[src/core/fault_consts.svh]
// offsets, field positions, reset values and timing counts of the fault manager
`ifndef FAULT_CONSTS_SVH
`define FAULT_CONSTS_SVH

// ****************************************
// register byte offsets
// ****************************************
`define REG_CFG_OFS          8'h00
`define REG_STAT_OFS         8'h04
`define REG_CMD_OFS          8'h08

// ****************************************
// configuration word fields
// ****************************************
`define CFG_GUARD_BIT        0
`define CFG_PICK_BIT         1
`define CFG_OCPOL_LSB        2
`define CFG_CAPPOL_LSB       4
`define CFG_OCFILT_LSB       8
`define CFG_CAPFILT_LSB      12
`define CFG_OCRETRY_LSB      16
`define CFG_STRETRY_LSB      20
`define CFG_OCLVL_LSB        24
`define CFG_CAPLVL_LSB       28
`define CFG_RESET            32'h0000_0001

// ****************************************
// status word fields
// ****************************************
`define ST_POWER_SUM_BIT     0
`define ST_CTRL_SUM_BIT      1
`define ST_PUMP_BIT          2
`define ST_SUPPLY_BIT        3
`define ST_SWOC_BIT          4
`define ST_CAP_BIT           5
`define ST_FET_LSB           6

// ****************************************
// command word fields
// ****************************************
`define CMD_CLEAR_BIT        0

// ****************************************
// timing
// ****************************************
`define CLK_PERIOD_NS        8
`define FILT_UNIT_NS         1000
`define FILT_UNIT_CYC        ((`FILT_UNIT_NS + `CLK_PERIOD_NS - 1) / `CLK_PERIOD_NS)
`define RETRY_UNIT_US        1000
`define RETRY_UNIT_CYC       ((`RETRY_UNIT_US * 1000) / `CLK_PERIOD_NS)

`endif

[src/core/fault_pkg.sv]
// types shared by the fault manager and its bench
package fault_pkg;

	// state applied to the three half bridges
	typedef enum logic [2:0] {
		BR_NORMAL,
		BR_ALL_OFF,
		BR_RECIRC,
		BR_HIGH_ON,
		BR_LOW_ON
	} bridge_e;

	// overcurrent policy codes
	typedef enum logic [1:0] {
		OC_LATCH,
		OC_RETRY,
		OC_REPORT,
		OC_OFF
	} oc_policy_e;

	typedef logic [3:0] cap_policy_t;

endpackage

[src/core/driver_fault_protection_manager.sv]
// fault detection and response for the integrated three-phase bridge driver
//
// Notes on behaviour
// RL1 - supply undervoltage: all off, device held reset
// RL2 - analog rail low: all off, device reset
// RL3 - buck rail low: buck switches off, reset
// RL4 - pump low: fets off, alert, sticky flag
// RL5 - supply high: fets off, alert, sticky flag
// RL6 - guard bit zero ignores supply high
// RL7 - level pick selects 22 V or 34 V
// RL8 - overcurrent needs filter time, policy selects response
// RL9 - policy 00: latched off until clear
// RL10 - policy 01: retry, summary clears, flags stick
// RL11 - policy 10: report only, clear needed
// RL12 - policy 11: overcurrent fully ignored
// RL13 - buck overcurrent: buck off, device reset
// RL14 - current cap needs filter time, policy field
// RL15 - cap 00xx: chosen bridge state, latched
// RL16 - cap 01xx: chosen state, retry clears flags
// RL17 - cap 1000: report only, clear needed
// RL18 - cap 1xx1: cap event ignored
// RL19 - host must react in report modes
// RL20 - clear pulse only clears absent conditions
//
// Our own choices: the plain strobed port and the address map.
`timescale 1ns/1ps
`default_nettype none
`include "fault_consts.svh"

module driver_fault_protection_manager #(
	parameter int unsigned RETRY_UNIT_CYC = `RETRY_UNIT_CYC,
	parameter int unsigned FILT_UNIT_CYC  = `FILT_UNIT_CYC
) (
	// clock and reset
	input  wire logic              mclk,
	input  wire logic              srst,
	// register port
	input  wire logic [7:0]        reg_addr,
	input  wire logic [31:0]       reg_wdata,
	input  wire logic              reg_wr,
	input  wire logic              reg_rd,
	output logic      [31:0]       reg_rdata,
	// comparator inputs, asynchronous
	input  wire logic              supply_low_in,
	input  wire logic              analog_rail_low,
	input  wire logic              buck_rail_low,
	input  wire logic              pump_rail_low,
	input  wire logic              supply_over_lo_in,
	input  wire logic              supply_over_hi_in,
	input  wire logic [5:0]        switch_over_in,
	input  wire logic              buck_over_in,
	input  wire logic              sense_over_cap_in,
	// power stage control
	output fault_pkg::bridge_e     bridge_state,
	output logic                   pump_enable,
	output logic                   buck_switch_enable,
	output logic                   core_reset,
	output logic [2:0]             switch_overcurrent_level,
	output logic [3:0]             stall_cap_level,
	// open-drain alert pin
	output logic                   fault_alert_pin_out,
	output logic                   fault_alert_pin_oe
);
	import fault_pkg::*;

	localparam int NCH = 8;
	localparam int CH_CAP = 6;
	localparam int CH_BUCK = 7;

	// ****************************************
	// input synchronisers
	// ****************************************
	logic [13:0] raw_in;
	logic [13:0] meta_reg;
	logic [13:0] sync_reg;

	assign raw_in = {sense_over_cap_in, buck_over_in, switch_over_in, supply_over_hi_in,
		supply_over_lo_in, pump_rail_low, buck_rail_low, analog_rail_low, supply_low_in};

	always_ff @(posedge mclk) begin
		if (srst) begin
			meta_reg <= 14'h0;
			sync_reg <= 14'h0;
		end else begin
			meta_reg <= raw_in;
			sync_reg <= meta_reg;
		end
	end

	logic supply_s, analog_s, buck_s, pump_s, over_lo_s, over_hi_s;
	logic [NCH-1:0] over_s;
	assign supply_s = sync_reg[0];
	assign analog_s = sync_reg[1];
	assign buck_s = sync_reg[2];
	assign pump_s = sync_reg[3];
	assign over_lo_s = sync_reg[4];
	assign over_hi_s = sync_reg[5];
	assign over_s = {sync_reg[12], sync_reg[13], sync_reg[11:6]};

	// ****************************************
	// configuration and command
	// ****************************************
	logic        dev_rst;
	logic [31:0] cfg_reg;
	logic        clr;
	oc_policy_e  oc_pol;
	cap_policy_t cap_pol;

	// device-level reset: configuration, every filter but the buck one, and the response and flag registers
	assign dev_rst = srst | core_reset;
	assign clr = reg_wr && (reg_addr == `REG_CMD_OFS) && reg_wdata[`CMD_CLEAR_BIT];
	assign oc_pol = oc_policy_e'(cfg_reg[`CFG_OCPOL_LSB +: 2]);
	assign cap_pol = cfg_reg[`CFG_CAPPOL_LSB +: 4];

	always_ff @(posedge mclk) begin
		if (dev_rst) begin
			cfg_reg <= `CFG_RESET;
		end else if (reg_wr && reg_addr == `REG_CFG_OFS) begin
			cfg_reg <= reg_wdata;
		end
	end

	always_ff @(posedge mclk) begin
		if (dev_rst) begin
			switch_overcurrent_level <= 3'h0;
			stall_cap_level <= 4'h0;
		end else begin
			switch_overcurrent_level <= cfg_reg[`CFG_OCLVL_LSB +: 3];
			stall_cap_level <= cfg_reg[`CFG_CAPLVL_LSB +: 4];
		end
	end

	// ****************************************
	// deglitch filters, one per switch, buck and current cap overcurrent comparator
	// ****************************************
	logic [11:0] oc_lim, cap_lim;
	logic [NCH-1:0] hit, hit_d_reg, ev;

	assign oc_lim = 12'((32'(cfg_reg[`CFG_OCFILT_LSB +: 4]) + 1) * FILT_UNIT_CYC);
	assign cap_lim = 12'((32'(cfg_reg[`CFG_CAPFILT_LSB +: 4]) + 1) * FILT_UNIT_CYC);

	generate
		for (genvar i = 0; i < NCH; i++) begin : g_filt
			logic [11:0] cnt_reg;
			logic [11:0] lim;
			logic        rst_i;
			assign lim = (i == CH_CAP) ? cap_lim : oc_lim;
			// the buck filter must survive the reset it causes
			assign rst_i = (i == CH_BUCK) ? srst : dev_rst;
			assign hit[i] = over_s[i] && (cnt_reg >= lim); // RL8 RL13 RL14
			assign ev[i] = hit[i] && !hit_d_reg[i];
			always_ff @(posedge mclk) begin
				if (rst_i) begin
					cnt_reg <= 12'h0;
					hit_d_reg[i] <= 1'b0;
				end else begin
					hit_d_reg[i] <= hit[i];
					if (!over_s[i])
						cnt_reg <= 12'h0;
					else if (cnt_reg < lim)
						cnt_reg <= cnt_reg + 12'h1;
				end
			end
		end
	endgenerate

	// ****************************************
	// conditions
	// ****************************************
	logic hold_next, ov_cond, oc_cond, oc_ev, cap_cond, cap_ev;

	assign hold_next = supply_s | analog_s | buck_s | hit[CH_BUCK]; // RL1 RL2 RL3 RL13
	assign ov_cond = cfg_reg[`CFG_GUARD_BIT] // RL6
		&& (cfg_reg[`CFG_PICK_BIT] ? over_hi_s : over_lo_s); // RL7
	assign oc_cond = |hit[5:0];
	assign oc_ev = |ev[5:0];
	assign cap_cond = hit[CH_CAP];
	assign cap_ev = ev[CH_CAP];

	// ****************************************
	// switch overcurrent response
	// ****************************************
	logic        oc_shut_reg, oc_retry_reg, oc_rep, oc_expire;
	logic [23:0] oc_cnt_reg;
	logic        sw_oc_flag_reg;
	logic [5:0]  fet_flag_reg;

	assign oc_rep = oc_ev && oc_pol != OC_OFF; // RL12
	assign oc_expire = oc_retry_reg && oc_cnt_reg == 24'h1 && !(oc_ev && oc_pol == OC_RETRY);

	always_ff @(posedge mclk) begin
		if (dev_rst) begin
			oc_shut_reg <= 1'b0;
			oc_retry_reg <= 1'b0;
			oc_cnt_reg <= 24'h0;
		end else begin
			oc_shut_reg <= (oc_ev && oc_pol == OC_LATCH) | (oc_shut_reg & ~(clr & ~oc_cond)); // RL9 RL20
			if (oc_ev && oc_pol == OC_RETRY) begin // RL10
				oc_retry_reg <= 1'b1;
				oc_cnt_reg <= 24'((32'(cfg_reg[`CFG_OCRETRY_LSB +: 4]) + 1) * RETRY_UNIT_CYC);
			end else if (oc_retry_reg) begin
				oc_cnt_reg <= oc_cnt_reg - 24'h1;
				if (oc_cnt_reg == 24'h1)
					oc_retry_reg <= 1'b0;
			end
		end
	end

	// flags: a new event wins over a clear in the same cycle
	always_ff @(posedge mclk) begin
		if (dev_rst) begin
			sw_oc_flag_reg <= 1'b0;
			fet_flag_reg <= 6'h0;
		end else begin
			sw_oc_flag_reg <= oc_rep | (sw_oc_flag_reg & ~(clr & ~oc_cond)); // RL11 RL20
			fet_flag_reg <= (ev[5:0] & {6{oc_pol != OC_OFF}})
				| (fet_flag_reg & ~({6{clr}} & ~hit[5:0]));
		end
	end

	// ****************************************
	// supply and pump flags
	// ****************************************
	logic pump_flag_reg, supply_flag_reg, power_sum_reg;

	always_ff @(posedge mclk) begin
		if (dev_rst) begin
			pump_flag_reg <= 1'b0;
			supply_flag_reg <= 1'b0;
			power_sum_reg <= 1'b0;
		end else begin
			pump_flag_reg <= pump_s | (pump_flag_reg & ~clr); // RL4
			supply_flag_reg <= ov_cond | (supply_flag_reg & ~clr); // RL5
			power_sum_reg <= pump_s | ov_cond | oc_rep
				| (power_sum_reg & ~(oc_expire | (clr & ~oc_cond))); // RL10
		end
	end

	// ****************************************
	// stall current cap response
	// ****************************************
	logic        cap_shut_reg, cap_retry_reg, cap_rep, cap_expire, cap_flag_reg;
	logic [1:0]  cap_act_reg;
	logic [23:0] cap_cnt_reg;

	// other 1xx0 codes besides 1000 are treated as report only
	assign cap_rep = cap_ev && !(cap_pol[3] && cap_pol[0]); // RL18
	assign cap_expire = cap_retry_reg && cap_cnt_reg == 24'h1
		&& !(cap_ev && cap_pol[3:2] == 2'b01);

	always_ff @(posedge mclk) begin
		if (dev_rst) begin
			cap_shut_reg <= 1'b0;
			cap_retry_reg <= 1'b0;
			cap_cnt_reg <= 24'h0;
			cap_act_reg <= 2'h0;
		end else begin
			cap_shut_reg <= (cap_ev && cap_pol[3:2] == 2'b00)
				| (cap_shut_reg & ~(clr & ~cap_cond)); // RL15
			if (cap_ev && !cap_pol[3])
				cap_act_reg <= cap_pol[1:0];
			if (cap_ev && cap_pol[3:2] == 2'b01) begin // RL16
				cap_retry_reg <= 1'b1;
				cap_cnt_reg <= 24'((32'(cfg_reg[`CFG_STRETRY_LSB +: 4]) + 1) * RETRY_UNIT_CYC);
			end else if (cap_retry_reg) begin
				cap_cnt_reg <= cap_cnt_reg - 24'h1;
				if (cap_cnt_reg == 24'h1)
					cap_retry_reg <= 1'b0;
			end
		end
	end

	// one bit carries both the control summary and the cap flag
	always_ff @(posedge mclk) begin
		if (dev_rst) begin
			cap_flag_reg <= 1'b0;
		end else begin
			cap_flag_reg <= cap_rep | (cap_flag_reg & ~(cap_expire | (clr & ~cap_cond))); // RL17
		end
	end

	// ****************************************
	// power stage and alert outputs
	// ****************************************
	logic    stage_off;
	bridge_e bridge_next;

	assign stage_off = hold_next | pump_s | ov_cond | oc_shut_reg | oc_retry_reg;

	always_comb begin
		bridge_next = BR_NORMAL;
		if (stage_off) begin
			bridge_next = BR_ALL_OFF; // RL4 RL5 RL9
		end else if (cap_shut_reg || cap_retry_reg) begin
			case (cap_act_reg)
				2'h0: bridge_next = BR_ALL_OFF;
				2'h1: bridge_next = BR_RECIRC;
				2'h2: bridge_next = BR_HIGH_ON;
				2'h3: bridge_next = BR_LOW_ON;
				default: bridge_next = BR_ALL_OFF;
			endcase
		end
	end

	always_ff @(posedge mclk) begin
		if (srst) begin
			bridge_state <= BR_NORMAL;
			core_reset <= 1'b0;
			pump_enable <= 1'b1;
			buck_switch_enable <= 1'b1;
		end else begin
			bridge_state <= bridge_next;
			core_reset <= hold_next; // RL1 RL2 RL3 RL13
			pump_enable <= !hold_next;
			buck_switch_enable <= !(buck_s | hit[CH_BUCK]);
		end
	end

	// report-only modes leave the pin released; the host polls status
	always_ff @(posedge mclk) begin
		if (srst) begin
			fault_alert_pin_out <= 1'b0;
			fault_alert_pin_oe <= 1'b0;
		end else begin
			fault_alert_pin_out <= 1'b0;
			fault_alert_pin_oe <= !hold_next && (pump_s | ov_cond | oc_shut_reg
				| oc_retry_reg | cap_shut_reg | cap_retry_reg);
		end
	end

	// ****************************************
	// register read port
	// ****************************************
	logic [31:0] status_word;

	assign status_word = {20'h0, fet_flag_reg, cap_flag_reg, sw_oc_flag_reg, supply_flag_reg,
		pump_flag_reg, cap_flag_reg, power_sum_reg};

	always_ff @(posedge mclk) begin
		if (srst) begin
			reg_rdata <= 32'h0;
		end else if (reg_rd) begin
			case (reg_addr)
				`REG_CFG_OFS:  reg_rdata <= cfg_reg;
				`REG_STAT_OFS: reg_rdata <= status_word;
				default:       reg_rdata <= 32'h0;
			endcase
		end else begin
			reg_rdata <= 32'h0;
		end
	end

	// ****************************************
	// assertions
	// ****************************************
	a_uvlo_hold: assert property (@(posedge mclk) disable iff (srst) // RL1
		supply_s |=> core_reset && !pump_enable && bridge_state == BR_ALL_OFF)
		else $error("supply undervoltage did not hold the device");
	a_analog_hold: assert property (@(posedge mclk) disable iff (srst) // RL2
		analog_s |=> core_reset && !pump_enable)
		else $error("analog rail low did not hold the device");
	a_buck_off: assert property (@(posedge mclk) disable iff (srst) // RL3
		(buck_s || hit[CH_BUCK]) |=> !buck_switch_enable && core_reset)
		else $error("buck fault left the buck switching");
	a_pump_alert: assert property (@(posedge mclk) disable iff (dev_rst) // RL4
		pump_s && !hold_next |=> pump_flag_reg && fault_alert_pin_oe
		&& bridge_state == BR_ALL_OFF)
		else $error("pump low not reported");
	a_guard_off: assert property (@(posedge mclk) disable iff (dev_rst) // RL6
		!cfg_reg[`CFG_GUARD_BIT] && !supply_flag_reg |=> !supply_flag_reg)
		else $error("supply high flagged with guard off");
	a_level_low: assert property (@(posedge mclk) disable iff (dev_rst) // RL7
		cfg_reg[`CFG_GUARD_BIT] && !cfg_reg[`CFG_PICK_BIT] && over_lo_s |=> supply_flag_reg)
		else $error("low supply-high level ignored");
	a_oc_latched: assert property (@(posedge mclk) disable iff (dev_rst) // RL9
		oc_ev && oc_pol == OC_LATCH && !hold_next |=> oc_shut_reg
		##1 (bridge_state == BR_ALL_OFF || core_reset))
		else $error("latched overcurrent did not shut the bridge");
	a_oc_ignored: assert property (@(posedge mclk) disable iff (dev_rst) // RL12
		oc_pol == OC_OFF && !sw_oc_flag_reg |=> !sw_oc_flag_reg && !oc_shut_reg)
		else $error("disabled overcurrent reacted");
	a_oc_expire: assert property (@(posedge mclk) disable iff (dev_rst) // RL10
		oc_expire && !pump_s && !ov_cond |=> !oc_retry_reg && !power_sum_reg)
		else $error("retry expiry did not clear summary");
	a_cap_high: assert property (@(posedge mclk) disable iff (dev_rst) // RL15
		cap_shut_reg && cap_act_reg == 2'h2 && !stage_off |=> bridge_state == BR_HIGH_ON)
		else $error("cap latched state not applied");
	a_cap_off: assert property (@(posedge mclk) disable iff (dev_rst) // RL18
		cap_pol[3] && cap_pol[0] && !cap_flag_reg |=> !cap_flag_reg && !cap_shut_reg)
		else $error("disabled cap reacted");
	a_clear_wait: assert property (@(posedge mclk) disable iff (dev_rst) // RL20
		clr && oc_cond && sw_oc_flag_reg |=> sw_oc_flag_reg)
		else $error("clear removed a live overcurrent flag");

	c_oc_retry: cover property (@(posedge mclk) disable iff (dev_rst) oc_expire);
	c_cap_retry: cover property (@(posedge mclk) disable iff (dev_rst) cap_expire);
	c_clear_latched: cover property (@(posedge mclk) disable iff (dev_rst)
		oc_shut_reg && clr && !oc_cond);
	c_device_hold: cover property (@(posedge mclk) disable iff (srst) $rose(core_reset));

endmodule

`default_nettype wire

[config.mk]
export PLATFORM = sky130hd
export DESIGN_NAME = driver_fault_protection_manager
export DESIGN_NICKNAME = d
export VERILOG_FILES = /design/src/core/fault_pkg.sv /design/src/core/driver_fault_protection_manager.sv
export VERILOG_INCLUDE_DIRS = /design/src /design/src/core
export SDC_FILE = /design/constraint.sdc
export NUM_CORES = 1
export LEC_CHECK = 0
export BUFFER_PORTS_ARGS = -buffer_cell sky130_fd_sc_hd__buf_2
export CAP_MARGIN = 10
export CORE_ASPECT_RATIO = 1.2
export CORE_MARGIN = 4
export CORE_UTILIZATION = 50
export CTS_BUF_LIST = sky130_fd_sc_hd__clkbuf_8
export CTS_CLUSTER_DIAMETER = 80
export DETAILED_ROUTE_END_ITERATION = 16
export GPL_ROUTABILITY_DRIVEN = 1
export GPL_TIMING_DRIVEN = 0
export PLACE_DENSITY = 0.65
export SETUP_SLACK_MARGIN = 0.3
export SYNTH_ARGS = -nofsm -noshare
export SYNTH_HDL_FRONTEND = slang
export SYNTH_SLANG_ARGS = --single-unit
[constraint.sdc]
create_clock -name mclk -period 8 [get_ports mclk]
set_input_delay 0.8 -clock mclk [delete_from_list [all_inputs] [get_ports mclk]]
set_output_delay 0.8 -clock mclk [all_outputs]
set_load 0.05 [all_outputs]
==> impl_metrics.yaml <==
grt:
  grt_start_max_net_pins: 15
  grt_pass1_vias: 13404
  grt_first_pass_wirelength_microns: 66400
  track_usage: 0.219
  antenna_found_initial: 0
  grt_overflow_total: 0
critical_path:
  critical_path.max_fanout: 13
  slowest_stage: "fa_1"
  crit_arrival_ns: 7.83
  cp.required_ns: 8.48
  critPathCaptureType: "flip-flop"
  worstSetupPathType: "flip-flop to flip-flop"
  start_kind: "flip-flop"
  slowest_delay_ns: 0.56
detailed_routing:
  wire_per_inst_microns: 16.2
  via_count: 13508
  first_iter_violations: 618
  routed_via_density: 5.34
  ant_nets: 0
  route.detailed.drc: 0
  finalWirelength_microns: 41000
  drt_pass1_iterations: 5
timing:
  fmax_ghz: 0.136
  slew_viol_final: 0
  slew_headroom: 0.201
  rsz0062_at_grt: "no"
  fin_skew_ns: 0.0380
  setup_ws_ns: 0.649
  final-hold-violation-count: 0
  max_slew.worst_pin.slew_ns: 1.19
  hold_slack_ns: 0.419
  setup_viol: 0
  fin_crit_ns: 7.35
  period_share: 0.919
clock_tree:
  htree_levels: 2
  clock_latency_ns: 0.61
  clk_pin_slew_ns: 0.07
  cts_buffers: 48
  tritoncts: "built"
  clock_tree.root_cell: "clkbuf_8"
  numClockSinks: 274
  cts_buffer_depth: 3
  postCtsHoldBufs: 0
power_and_ir_drop:
  p_int_mw: 2.24
  p_clk_frac: 0.497
  p_comb_frac: 0.031
  pwr-share-seq: 0.472
  power_density_mw_per_mm2: 153
  p_leak_nw: 8.59
  p_switching_mw: 0.680
  ir_worst_vdd_uv: 114
  p_sw_frac: 0.233
synth:
  synth_nets: 2172
  async_flop_share: 0
  ys.flop_type: "dfxtp_1"
  syn_inst: 1890
  yosysUniqueCellTypes: 83
  synth.cell_area_sq_mm: 0.0168
  yosysWarnings: 0
  synth_edf_count: 0
  ys_seq_elements: 274
  avgSynthCellArea_sq_um: 8.91
  seq_area_frac_synth: 0.326
finish:
  final_common_cell: "dfxtp_1"
  layout-drive-gt1-share: 0.113
  stdcell_count: 2530
  fill_cells: 3065
  largest_register_ffs: 96
  multi_input_comb_area_sq_mm: 0.0106
  num_antenna_cells: 0
  seqCellArea_sq_mm: 0.00549
  final_cell_mix: "274 x dfxtp_1, 192 x ha_1, 189 x nor2_1"
  syn2layout_area_growth_pct: 13.1
  final_nets: 2325
flow_run:
  drv_cap: 0
placement:
  gp_congestion: 0.835
  dp_slack_ns: -0.138
  hpwl_microns: 31500
  place_inst: 2442
  portBuffers: 102
floorplan:
  core_area_sq_mm: 0.0332
  rows: 73
  chipWidth_microns: 176
  start_util: 0.508
  fp.dieArea_sq_mm: 0.0367
  io_pins: 105
  die_h_microns: 209
hold_path:
  min_path_type: "flip-flop to flip-flop"
status:
  status: "complete, no violations"
synth_stat cells (10+ instances only):
| cell type | count | area (sq um) |
|---|---|---|
| nor3_1 | 49 | 245 |
| and2_1 | 36 | 225 |
| fa_1 | 32 | 641 |
| nor2b_1 | 49 | 307 |
| nand2_1 | 138 | 518 |
| nor4_1 | 19 | 119 |
| and3_1 | 25 | 156 |
| inv_1 | 124 | 465 |
| o21bai_1 | 12 | 90.1 |
| nor2_1 | 190 | 713 |
| dfxtp_1 | 274 | 5490 |
| nand4b_1 | 10 | 87.6 |
| o31ai_1 | 12 | 90.1 |
| or3_1 | 19 | 119 |
| o21ai_0 | 36 | 180 |
| clkbuf_1 | 55 | 206 |
| a21oi_1 | 102 | 510 |
| nand3_1 | 47 | 235 |
| nand2b_1 | 19 | 119 |
| a211oi_1 | 32 | 240 |
| a21o_1 | 29 | 218 |
| nand4_1 | 26 | 163 |
| xor2_1 | 68 | 596 |
| xnor2_1 | 114 | 998 |
| mux2i_1 | 21 | 210 |
| o21a_1 | 14 | 105 |
| ha_1 | 192 | 2400 |
critical path, delay by kind of cell (launching register included):
family | cells | cell delay, ns
mux | 1 | 0.20
fa+ha+maj | 6 | 2.45
simple gates | 4 | 0.53
xor+xnor | 2 | 0.63
buf+inv | 5 | 0.91
compound gates | 7 | 1.96
flops | 1 | 0.53
layout make-up:
cell class / count / share of cell area
Multi-Input combinational cell: 1424 / 0.558
Timing Repair Buffer: 103 / 0.0272
Buffer: 68 / 0.0155
Sequential cell: 274 / 0.288
Clock buffer: 59 / 0.0426
Tap cell: 450 / 0.0295
Clock inverter: 28 / 0.0147
Inverter: 124 / 0.0244
per-layer routing:
metal	up-vias	global-route usage	routed length, microns
met5	-	0	0
met1	6305	0.268	17900
li1	6841	-	-
met2	277	0.388	19900
met3	85	0.0371	1850
met4	0	0.0753	1360
cell families (layout without fill, tap and decap cells):
kind of cell,after synthesis,in the layout,share of synthesized area
and+or+nand+nor,671,671,0.201
AOI/OAI and AO/OA,301,301,0.122
muxes,25,25,0.0152
adders and majority gates,238,238,0.189
xor gates and xnor gates,188,188,0.103
other,1,1,0.000223
buffers and inverters,192,382,0.0449
DFF,274,274,0.326
per-stage QoR:
stage	total power [mW]	utilization	setup TNS, ns	area (sq um)
3_5_place_dp	1.50	0.540	-1.78	17900
5_1_grt	3.03	0.575	0	19100
2_1_floorplan	1.46	-	0	16800
4_1_cts	2.96	0.574	0	19000
6_report	2.92	0.575	0	19100
3_3_place_gp	1.50	0.540	-0.226	17900
worst paths after layout:
| path | start | endpoint | slack [ns] | cells past startpoint |
|---|---|---|---|---|
| worst max-delay path | cfg_reg[8] | oc_cnt_reg[15] | 0.65 | 25 |
| worst min-delay path | meta_reg[13] | sync_reg[13] | 0.42 | 1 |
| worst max register to register | cfg_reg[8] | oc_cnt_reg[15] | 0.65 | 25 |
| worst min register to register | meta_reg[13] | sync_reg[13] | 0.42 | 1 |
power groups by stage:
stage / registers (mW) / logic (mW) / clock network [mW]
floorplan: 1.41 / 0.0439 / 0
finish: 1.38 / 0.0899 / 1.45
global placement: 1.41 / 0.0900 / 0
global route: 1.38 / 0.0977 / 1.55
CTS: 1.38 / 0.0911 / 1.48
detailed placement: 1.41 / 0.0908 / 0
repair_timing:
item	in CTS	in global routing
setup buffers	0	1
cloned	0	0
gates resized for setup	2	10
setup endpoints to repair	27	71
pin swaps	0	1
No activity file was read; power rests on OpenSTA's default activity.
